File: src/hw/tcad_pkg.sv
// Constants for the transmit command word A decoder.
// Assumes 32-bit words arrive in host write order: command A, command B, then payload.
package tcad_pkg;
  localparam int unsigned WORD_W = 32;
  localparam int unsigned BE_W = 4;
  // Command A field positions
  localparam int unsigned CMDA_IRQ_BIT = 31;
  localparam int unsigned CMDA_ALIGN_HI = 25;
  localparam int unsigned CMDA_ALIGN_LO = 24;
  localparam int unsigned CMDA_OFF_HI = 20;
  localparam int unsigned CMDA_OFF_LO = 16;
  localparam int unsigned CMDA_FS_BIT = 13;
  localparam int unsigned CMDA_LS_BIT = 12;
  localparam int unsigned CMDA_SIZE_HI = 10;
  localparam int unsigned CMDA_SIZE_LO = 0;
  localparam int unsigned OFF_W = 5;
  localparam int unsigned SIZE_W = 11;
  localparam int unsigned END_W = 12;
  localparam int unsigned NW_W = 10;
  localparam int unsigned IDX_W = 11;
  // Buffer end alignment codes
  localparam logic [1:0] ALIGN_4 = 2'h0;
  localparam logic [1:0] ALIGN_16 = 2'h1;
  localparam logic [1:0] ALIGN_32 = 2'h2;
  localparam logic [1:0] ALIGN_RSVD = 2'h3;
  // Word count masks for rounding up to the alignment
  localparam logic [NW_W-1:0] AMASK_4 = 10'h000;
  localparam logic [NW_W-1:0] AMASK_16 = 10'h003;
  localparam logic [NW_W-1:0] AMASK_32 = 10'h007;
  // Reset values
  localparam logic [OFF_W-1:0] OFF_RST = 5'h00;
  localparam logic [SIZE_W-1:0] SIZE_RST = 11'h000;
  localparam logic [IDX_W-1:0] IDX_RST = 11'h000;
  localparam int unsigned BUF_DEPTH = 2;
  localparam int unsigned ENTRY_W = WORD_W + BE_W + 3;
  typedef enum logic [1:0] {
    TCAD_CMD_A,
    TCAD_CMD_B,
    TCAD_DATA
  } tcad_state_t;
endpackage

File: src/hw/tcad_word_if.sv
// Payload word carrier between the decoder and its two-entry buffer.
// Assumes both ends share clk_sys_i.
interface tcad_word_if;
  logic [tcad_pkg::WORD_W-1:0] data;
  logic [tcad_pkg::BE_W-1:0] be;
  logic first_seg;
  logic last_seg;
  logic buf_end;
  logic valid;
  logic ready;
  modport src (output data, output be, output first_seg, output last_seg,
               output buf_end, output valid, input ready);
  modport snk (input data, input be, input first_seg, input last_seg,
               input buf_end, input valid, output ready);
endinterface

File: src/hw/tcad_skid.sv
// Two-entry payload buffer so that a stall by the receiver loses no word.
// Assumes a single clock and synchronous active-low reset.
module tcad_skid (
  input wire logic clk_sys_i,
  input wire logic resetn_i,
  tcad_word_if.snk wr_if,
  tcad_word_if.src rd_if
);
  logic [tcad_pkg::ENTRY_W-1:0] mem_reg [tcad_pkg::BUF_DEPTH];
  logic [tcad_pkg::ENTRY_W-1:0] mem_next [tcad_pkg::BUF_DEPTH];
  logic wr_ptr_reg, wr_ptr_next, rd_ptr_reg, rd_ptr_next;
  logic [1:0] cnt_reg, cnt_next;
  logic push, pop;

  assign wr_if.ready = (cnt_reg != 2'h2);
  assign rd_if.valid = (cnt_reg != 2'h0);
  assign push = wr_if.valid && wr_if.ready;
  assign pop = rd_if.valid && rd_if.ready;
  assign {rd_if.buf_end, rd_if.last_seg, rd_if.first_seg, rd_if.be, rd_if.data} =
    mem_reg[rd_ptr_reg];

  always_comb begin
    mem_next = mem_reg;
    wr_ptr_next = wr_ptr_reg;
    rd_ptr_next = rd_ptr_reg;
    cnt_next = cnt_reg;
    if (push) begin
      mem_next[wr_ptr_reg] = {wr_if.buf_end, wr_if.last_seg, wr_if.first_seg,
                              wr_if.be, wr_if.data};
      wr_ptr_next = ~wr_ptr_reg;
    end
    if (pop) begin
      rd_ptr_next = ~rd_ptr_reg;
    end
    if (push && !pop) begin
      cnt_next = cnt_reg + 2'h1;
    end else if (pop && !push) begin
      cnt_next = cnt_reg - 2'h1;
    end
  end

  always_ff @(posedge clk_sys_i) begin
    if (!resetn_i) begin
      wr_ptr_reg <= 1'b0;
      rd_ptr_reg <= 1'b0;
      cnt_reg <= 2'h0;
      mem_reg[0] <= '0;
      mem_reg[1] <= '0;
    end else begin
      wr_ptr_reg <= wr_ptr_next;
      rd_ptr_reg <= rd_ptr_next;
      cnt_reg <= cnt_next;
      mem_reg <= mem_next;
    end
  end
endmodule // tcad_skid

File: src/hw/tcad_decoder.sv
// Transmit command word A decoder with offset skip and end padding removal.
// Assumes the host writes command A, command B, then the buffer words, 32 bits each.
// How it works
// Bit 31 set: pulse buffer-loaded flag when the buffer's last word is taken.
// Buffer-loaded flag also goes to an interrupt output when routing is enabled.
// Host writes zeros into bits 30:26 and 23:21; they are ignored.
// Bits 25:24 pick end alignment: 4, 16 or 32 bytes; 11 reserved.
// Host pads the buffer with whole words up to the chosen alignment.
// Padding words after the payload are taken and dropped, never passed on.
// Bits 20:16 give first data byte offset, any value 0 to 31.
// Bytes before the start offset are dropped; wholly skipped words are not passed.
// Byte count in bits 10:0 with alignment sets how many pad words to drop.
// Bit 13 marks first segment, bit 12 marks last segment of a packet.
// Reserved alignment code acts as 4-byte alignment, so no pad words are dropped.
module tcad_decoder (
  input wire logic clk_sys_i,
  input wire logic resetn_i,
  input wire logic [31:0] cmd_data_i,
  input wire logic cmd_valid_i,
  output logic cmd_ready_o,
  output logic [31:0] pay_data_o,
  output logic [3:0] pay_be_o,
  output logic pay_first_seg_o,
  output logic pay_last_seg_o,
  output logic pay_buf_end_o,
  output logic pay_valid_o,
  input wire logic pay_ready_i,
  input wire logic irq_route_en_i,
  output logic buffer_loaded_flag_o,
  output logic buffer_loaded_irq_o,
  output logic first_segment_bit_o,
  output logic last_segment_bit_o,
  output logic [1:0] align_code_o,
  output logic [4:0] start_offset_o,
  output logic [10:0] byte_count_o,
  output logic pad_drop_o
);
  // Command A fields are held until the next command A is taken
  tcad_pkg::tcad_state_t state_reg, state_next;
  logic irq_req_reg, irq_req_next;
  logic [1:0] align_reg, align_next;
  logic [tcad_pkg::OFF_W-1:0] off_reg, off_next;
  logic [tcad_pkg::SIZE_W-1:0] size_reg, size_next;
  logic fs_reg, fs_next, ls_reg, ls_next;
  logic [tcad_pkg::IDX_W-1:0] idx_reg, idx_next;
  logic done_reg, done_next, irq_reg, irq_next, pad_reg, pad_next;

  // Geometry of the buffer in progress, in bytes or in 32-bit words
  logic [tcad_pkg::END_W-1:0] end_byte;
  logic [tcad_pkg::END_W-1:0] end_plus;
  logic [tcad_pkg::NW_W-1:0] n_words;
  logic [tcad_pkg::NW_W-1:0] amask;
  logic [tcad_pkg::IDX_W-1:0] p_words;
  logic [tcad_pkg::IDX_W-1:0] n_ext;
  logic [tcad_pkg::BE_W-1:0] be_w;
  logic is_pad, emit, last_word, take;

  tcad_word_if wr_if ();
  tcad_word_if rd_if ();

  // Byte count excludes offset and padding, so the payload ends at offset plus count
  assign end_byte = {7'h00, off_reg} + {1'b0, size_reg};
  assign end_plus = end_byte + 12'h003;
  assign n_words = end_plus[11:2];
  assign n_ext = {1'b0, n_words};

  always_comb begin
    // Masks round the word count up to a whole burst of 1, 4 or 8 words
    case (align_reg)
      tcad_pkg::ALIGN_4: amask = tcad_pkg::AMASK_4;
      tcad_pkg::ALIGN_16: amask = tcad_pkg::AMASK_16;
      tcad_pkg::ALIGN_32: amask = tcad_pkg::AMASK_32;
      default: amask = tcad_pkg::AMASK_4;
    endcase
  end

  // Total words the host writes, payload rounded up to the alignment
  assign p_words = (n_ext + {1'b0, amask}) & ~{1'b0, amask};

  // One byte lane each: valid from the start offset up to the payload end
  for (genvar b = 0; b < tcad_pkg::BE_W; b++) begin : g_lane
    logic [12:0] pos;
    assign pos = {idx_reg[10:0], 2'b00} + 13'(b);
    assign be_w[b] = (pos >= {8'h00, off_reg}) && (pos < {1'b0, end_byte});
  end

  // A word index past the payload can only be host padding
  assign is_pad = (idx_reg >= n_ext);
  // Leading words with no valid lane are dropped just like padding
  assign emit = !is_pad && (be_w != 4'h0);
  assign last_word = (idx_reg == (p_words - 11'h001));

  // Dropped words never stall the host, so padding drains even when the buffer is full
  always_comb begin
    cmd_ready_o = 1'b1;
    if (state_reg == tcad_pkg::TCAD_DATA && emit) begin
      // Back-pressure only for words that are really stored
      cmd_ready_o = wr_if.ready;
    end
  end
  assign take = cmd_valid_i && cmd_ready_o;

  // Only words with at least one valid lane are pushed into the buffer
  assign wr_if.data = cmd_data_i;
  assign wr_if.be = be_w;
  assign wr_if.first_seg = fs_reg;
  assign wr_if.last_seg = ls_reg;
  assign wr_if.buf_end = (idx_reg == (n_ext - 11'h001));
  assign wr_if.valid = (state_reg == tcad_pkg::TCAD_DATA) && cmd_valid_i && emit;

  // The receiver drains the buffer at its own pace
  assign rd_if.ready = pay_ready_i;

  // Sequencer: command A, command B, then every host data word of the buffer
  always_comb begin
    state_next = state_reg;
    irq_req_next = irq_req_reg;
    align_next = align_reg;
    off_next = off_reg;
    size_next = size_reg;
    fs_next = fs_reg;
    ls_next = ls_reg;
    idx_next = idx_reg;
    done_next = 1'b0;
    pad_next = 1'b0;
    case (state_reg)
      tcad_pkg::TCAD_CMD_A: begin
        if (take) begin
          // Reserved bits are not looked at
          irq_req_next = cmd_data_i[tcad_pkg::CMDA_IRQ_BIT];
          align_next = cmd_data_i[tcad_pkg::CMDA_ALIGN_HI:tcad_pkg::CMDA_ALIGN_LO];
          off_next = cmd_data_i[tcad_pkg::CMDA_OFF_HI:tcad_pkg::CMDA_OFF_LO];
          fs_next = cmd_data_i[tcad_pkg::CMDA_FS_BIT];
          ls_next = cmd_data_i[tcad_pkg::CMDA_LS_BIT];
          size_next = cmd_data_i[tcad_pkg::CMDA_SIZE_HI:tcad_pkg::CMDA_SIZE_LO];
          state_next = tcad_pkg::TCAD_CMD_B;
        end
      end
      tcad_pkg::TCAD_CMD_B: begin
        if (take) begin
          // Command B carries nothing this block uses; only its arrival counts
          idx_next = tcad_pkg::IDX_RST;
          if (p_words == tcad_pkg::IDX_RST) begin
            // Empty buffer is complete as soon as its commands are in
            done_next = irq_req_reg;
            state_next = tcad_pkg::TCAD_CMD_A;
          end else begin
            state_next = tcad_pkg::TCAD_DATA;
          end
        end
      end
      tcad_pkg::TCAD_DATA: begin
        if (take) begin
          // Leading skipped words and padding are taken here but never pushed
          pad_next = is_pad;
          idx_next = idx_reg + 11'h001;
          if (last_word) begin
            done_next = irq_req_reg;
            state_next = tcad_pkg::TCAD_CMD_A;
          end
        end
      end
      default: state_next = tcad_pkg::TCAD_CMD_A;
    endcase

    // Routing is looked at in the cycle that completes the buffer
    irq_next = done_next && irq_route_en_i;
  end

  // Registers only; every decision is made in the blocks above
  always_ff @(posedge clk_sys_i) begin
    if (!resetn_i) begin
      state_reg <= tcad_pkg::TCAD_CMD_A;
      irq_req_reg <= 1'b0;
      align_reg <= tcad_pkg::ALIGN_4;
      off_reg <= tcad_pkg::OFF_RST;
      size_reg <= tcad_pkg::SIZE_RST;
      fs_reg <= 1'b0;
      ls_reg <= 1'b0;
      idx_reg <= tcad_pkg::IDX_RST;
      done_reg <= 1'b0;
      irq_reg <= 1'b0;
      pad_reg <= 1'b0;
    end else begin
      state_reg <= state_next;
      irq_req_reg <= irq_req_next;
      align_reg <= align_next;
      off_reg <= off_next;
      size_reg <= size_next;
      fs_reg <= fs_next;
      ls_reg <= ls_next;
      idx_reg <= idx_next;
      done_reg <= done_next;
      irq_reg <= irq_next;
      pad_reg <= pad_next;
    end
  end

  // A receiver stall holds the host instead of losing a word
  tcad_skid u_skid (
    .clk_sys_i(clk_sys_i),
    .resetn_i(resetn_i),
    .wr_if(wr_if),
    .rd_if(rd_if)
  );

  // Payload side comes straight from the buffer's flops
  assign pay_data_o = rd_if.data;
  assign pay_be_o = rd_if.be;
  assign pay_first_seg_o = rd_if.first_seg;
  assign pay_last_seg_o = rd_if.last_seg;
  assign pay_buf_end_o = rd_if.buf_end;
  assign pay_valid_o = rd_if.valid;

  // The flag marks the last host word taken, not the buffer drained downstream
  assign buffer_loaded_flag_o = done_reg;
  assign buffer_loaded_irq_o = irq_reg;
  assign first_segment_bit_o = fs_reg;
  assign last_segment_bit_o = ls_reg;
  assign align_code_o = align_reg;
  assign start_offset_o = off_reg;
  assign byte_count_o = size_reg;
  assign pad_drop_o = pad_reg;
endmodule // tcad_decoder

File: config.mk
export PLATFORM = sky130hd
export DESIGN_NAME = tcad_decoder
export DESIGN_NICKNAME = d
export VERILOG_FILES = /design/src/hw/tcad_pkg.sv /design/src/hw/tcad_word_if.sv /design/src/hw/tcad_skid.sv /design/src/hw/tcad_decoder.sv
export SDC_FILE = /design/constraint.sdc
export NUM_CORES = 1
export LEC_CHECK = 0
export BUFFER_PORTS_ARGS = -buffer_cell sky130_fd_sc_hd__buf_4
export CAP_MARGIN = 10
export CELL_PAD_IN_SITES_DETAIL_PLACEMENT = 0
export CELL_PAD_IN_SITES_GLOBAL_PLACEMENT = 1
export CORE_MARGIN = 2
export CORE_UTILIZATION = 40
export CTS_CLUSTER_DIAMETER = 150
export CTS_CLUSTER_SIZE = 16
export DETAILED_ROUTE_END_ITERATION = 12
export GPL_TIMING_DRIVEN = 0
export HOLD_SLACK_MARGIN = 0.12
export PLACE_DENSITY = 0.81
export SETUP_SLACK_MARGIN = 0.3
export SKIP_LAST_GASP = 1
export SLEW_MARGIN = 20
export SYNTH_ARGS = -nofsm -noshare
export SYNTH_HDL_FRONTEND = slang
export SYNTH_SLANG_ARGS = --single-unit
File: constraint.sdc
create_clock -name clk_sys_i -period 13.7 [get_ports clk_sys_i]
set_clock_uncertainty 0.2 [all_clocks]
set_input_delay 2.74 -clock clk_sys_i [delete_from_list [all_inputs] [get_ports clk_sys_i]]
set_output_delay 2.74 -clock clk_sys_i [all_outputs]
set_load 0.005 [all_outputs]
==> impl_metrics.ini <==
[power]
leakage_nw = 3.656
p_comb_share_pct = 33.6
clockPowerShare_pct = 36.3
vdd_drop_max_mv = 0.1043
power_frac_seq_pct = 30.1
p_sw_share_pct = 35.04
internal-power_w = 0.0008205
power.density_nw_per_um2 = 136.8
p_sw_w = 0.0004426

[die]
initial_core_util_pct = 40.70
die_area_um2 = 20090
die_x_um = 141.7
ios = 101
core_area_um2 = 18640
row_count = 50
die_y_um = 141.7

[cells_and_area]
nNetsFinal = 1124
antenna_cells = 0
largest_reg_flops = 78
seq_area_um2 = 2382
fin_cells = 1292
drive_above_1_share_pct = 19.85
fillers = 1873
multi_input_area_um2 = 4883
area_delta_synth_final_pct = 21.72

[synth]
synth_flop_cell = dfxtp_1
synth.largest_area_cell = dfxtp_1
yosys-top-cells-count = 223 x nand2_1, 119 x dfxtp_1, 101 x a21boi_0, 43 x clkbuf_1, 43 x mux2_2
synth_top_area_share_pct = 31.40
ys_seq_area_share_pct = 31.40
syn_nets = 1005
ys_async_sr_fraction_pct = 0
netlist_area_um2 = 7587
yosys_warnings = 0
avgSynthCellArea_um2 = 8.194
synth_edf_count = 0
ys_types = 78
netlist_instances = 926
synth_area_leaders = dfxtp_1 31%, nand2_1 11%, a21boi_0 10%
ys_ff_latch = 119
yosysMostFrequentCell = nand2_1

[sta]
setup_tns_ns = 0
rsz0062_at_grt = false
period_minus_slack_ns = 8.837
fin_crit_sh_pct = 64.51
finalSetupViolCount = 0
fmax_mhz = 113.2
relSlewSlack_pct = 28.05
worst_pin_slew_ns = 1.069
hold_violations = 0
final_max_slew_viol_count = 0

[clocking]
clockRootBuffer = clkbuf_16
cts_buffers = 17
cts_resized = 0
cts_setup_buffers = 0
htreeDepth = 4
cts_sinks = 119
clk_pin_slew_ns = 0.06
holdBufCountCts = 0
cts_tree = built
clock_latency_ns = 0.42
clock_path_buffers = 2

[global_routing]
grt_pass1_vias = 6346
grt_pass1_wl_um = 33280
grt_max_degree = 17
grt_usage_pct = 20.96
antenna_found_initial = 0
overflow = 0

[place]
hpwl_um = 16210
dp_cells = 1260
gp_congestion = 0.8649
numPortBuffers = 100

[detailed_routing]
highest_layer = met4
routed_via_density = 5.237
wl_per_cell_um = 16.16
wl_met2_um = 10150
ant_nets = 0
drtIter0Drc = 373
vias = 6766
wirelength_um = 20880
wl_met1_um = 9596
drc = 0
met3_length_um = 839
dr.pass1.iters = 5

[job]
maxCapViolCount = 0

[setup_path]
crit_path_max_fanout = 10
cp-start-kind = flip-flop
cp-end-kind = output pin
required_ns = 10.76
worstSetupPathType = flip-flop to output pin
worst_ep_arrival_time_ns = 5.90

[hold_path]
hp-class = flip-flop to flip-flop

[outcome]
status = completed
layer usage:
layer	global-route usage [%]	vias up
li1	-	3443
met1	27.32	3158
met2	35.49	141
met3	4.117	24
met4	5.684	0
met5	0	-
metrics by stage:
step	power (W)	setup WS, ns	instance area [um2]	util [%]	hold slack, ns
after floorplan	0.0006877	6.457	7587	-	0.2400
after global placement	0.0008071	5.454	8631	46.30	0.2469
after detailed placement	0.0008099	5.396	8631	46.30	0.2547
after CTS	0.001269	4.931	9235	49.54	0.2632
after global routing	0.001338	4.625	9235	49.54	0.2786
final	0.001263	4.863	9235	49.54	0.2576
worst paths after layout:
| kind | startpoint | endpoint | slack [ns] | cells after the start |
|---|---|---|---|---|
| min reg2reg | u_skid.mem_reg[48]$_SDFFE_PN0P_ | u_skid.mem_reg[48]$_SDFFE_PN0P_ | 0.26 | 2 |
| max | start_offset_o[0]$_SDFFE_PN0P_ | cmd_ready_o | 4.86 | 16 |
| min | u_skid.mem_reg[48]$_SDFFE_PN0P_ | u_skid.mem_reg[48]$_SDFFE_PN0P_ | 0.26 | 2 |
| max reg2reg | start_offset_o[0]$_SDFFE_PN0P_ | u_skid.mem_reg[10]$_SDFFE_PN0P_ | 6.78 | 20 |
critical path: stages (launching register included):
cell       delay, ns
dfxtp_1         0.46
ha_1            0.23
inv_1           0.06
fa_1            0.42
nand2b_1        0.23
a21oi_2         0.15
xor2_1          0.51
nand3_2         0.22
buf_6           0.21
nor4_1          0.34
xor2_1          0.43
ha_1            0.34
a21o_1          0.16
a2111oi_0       0.70
o211ai_1        0.45
or2_2           0.41
buf_4           0.14
layout by cell type, fill, tap and decap left out, types with 17 or more instances in the layout:
master and n:
mux2_2 43, o21ai_0 28, clkbuf_1 43, ha_1 40, a21boi_0 101, a21oi_1 21, clkbuf_16 17, xor2_1 18
xnor2_1 27, buf_4 100, inv_1 26, a21o_1 19, nor2_1 32, dfxtp_1 119, nand3_1 18, nand2_1 223
final cells by class:
cell class	count	share of cell area [%]
Clock inverter	15	1.937
Timing Repair Buffer	100	8.129
Inverter	29	1.179
Sequential cell	119	25.80
Multi-Input combinational cell	727	52.88
Clock buffer	17	4.606
Tap cell	234	3.170
Buffer	51	2.303
power groups by stage:
stage	combinational (W)	sequential (W)	clock, W
2_1_floorplan	0.000305	0.000382	0
3_3_place_gp	0.000420	0.000388	0
3_5_place_dp	0.000422	0.000388	0
4_1_cts	0.000424	0.000380	0.000465
5_1_grt	0.000470	0.000382	0.000486
6_report	0.000425	0.000380	0.000458
logic make-up (layout without fill, tap and decap cells):
logic type	Yosys count	in the layout	synth area share [%]
AND/OR/NAND/NOR	370	370	22.23
AO/OA/AOI/OAI	213	213	20.45
flip-flops	119	119	31.40
buffers and inverters	80	212	4.238
XOR/XNOR	52	52	7.239
multiplexers	49	49	7.173
adder cells (fa/ha/maj)	43	43	7.272
Power figures use the tool's default switching activity.
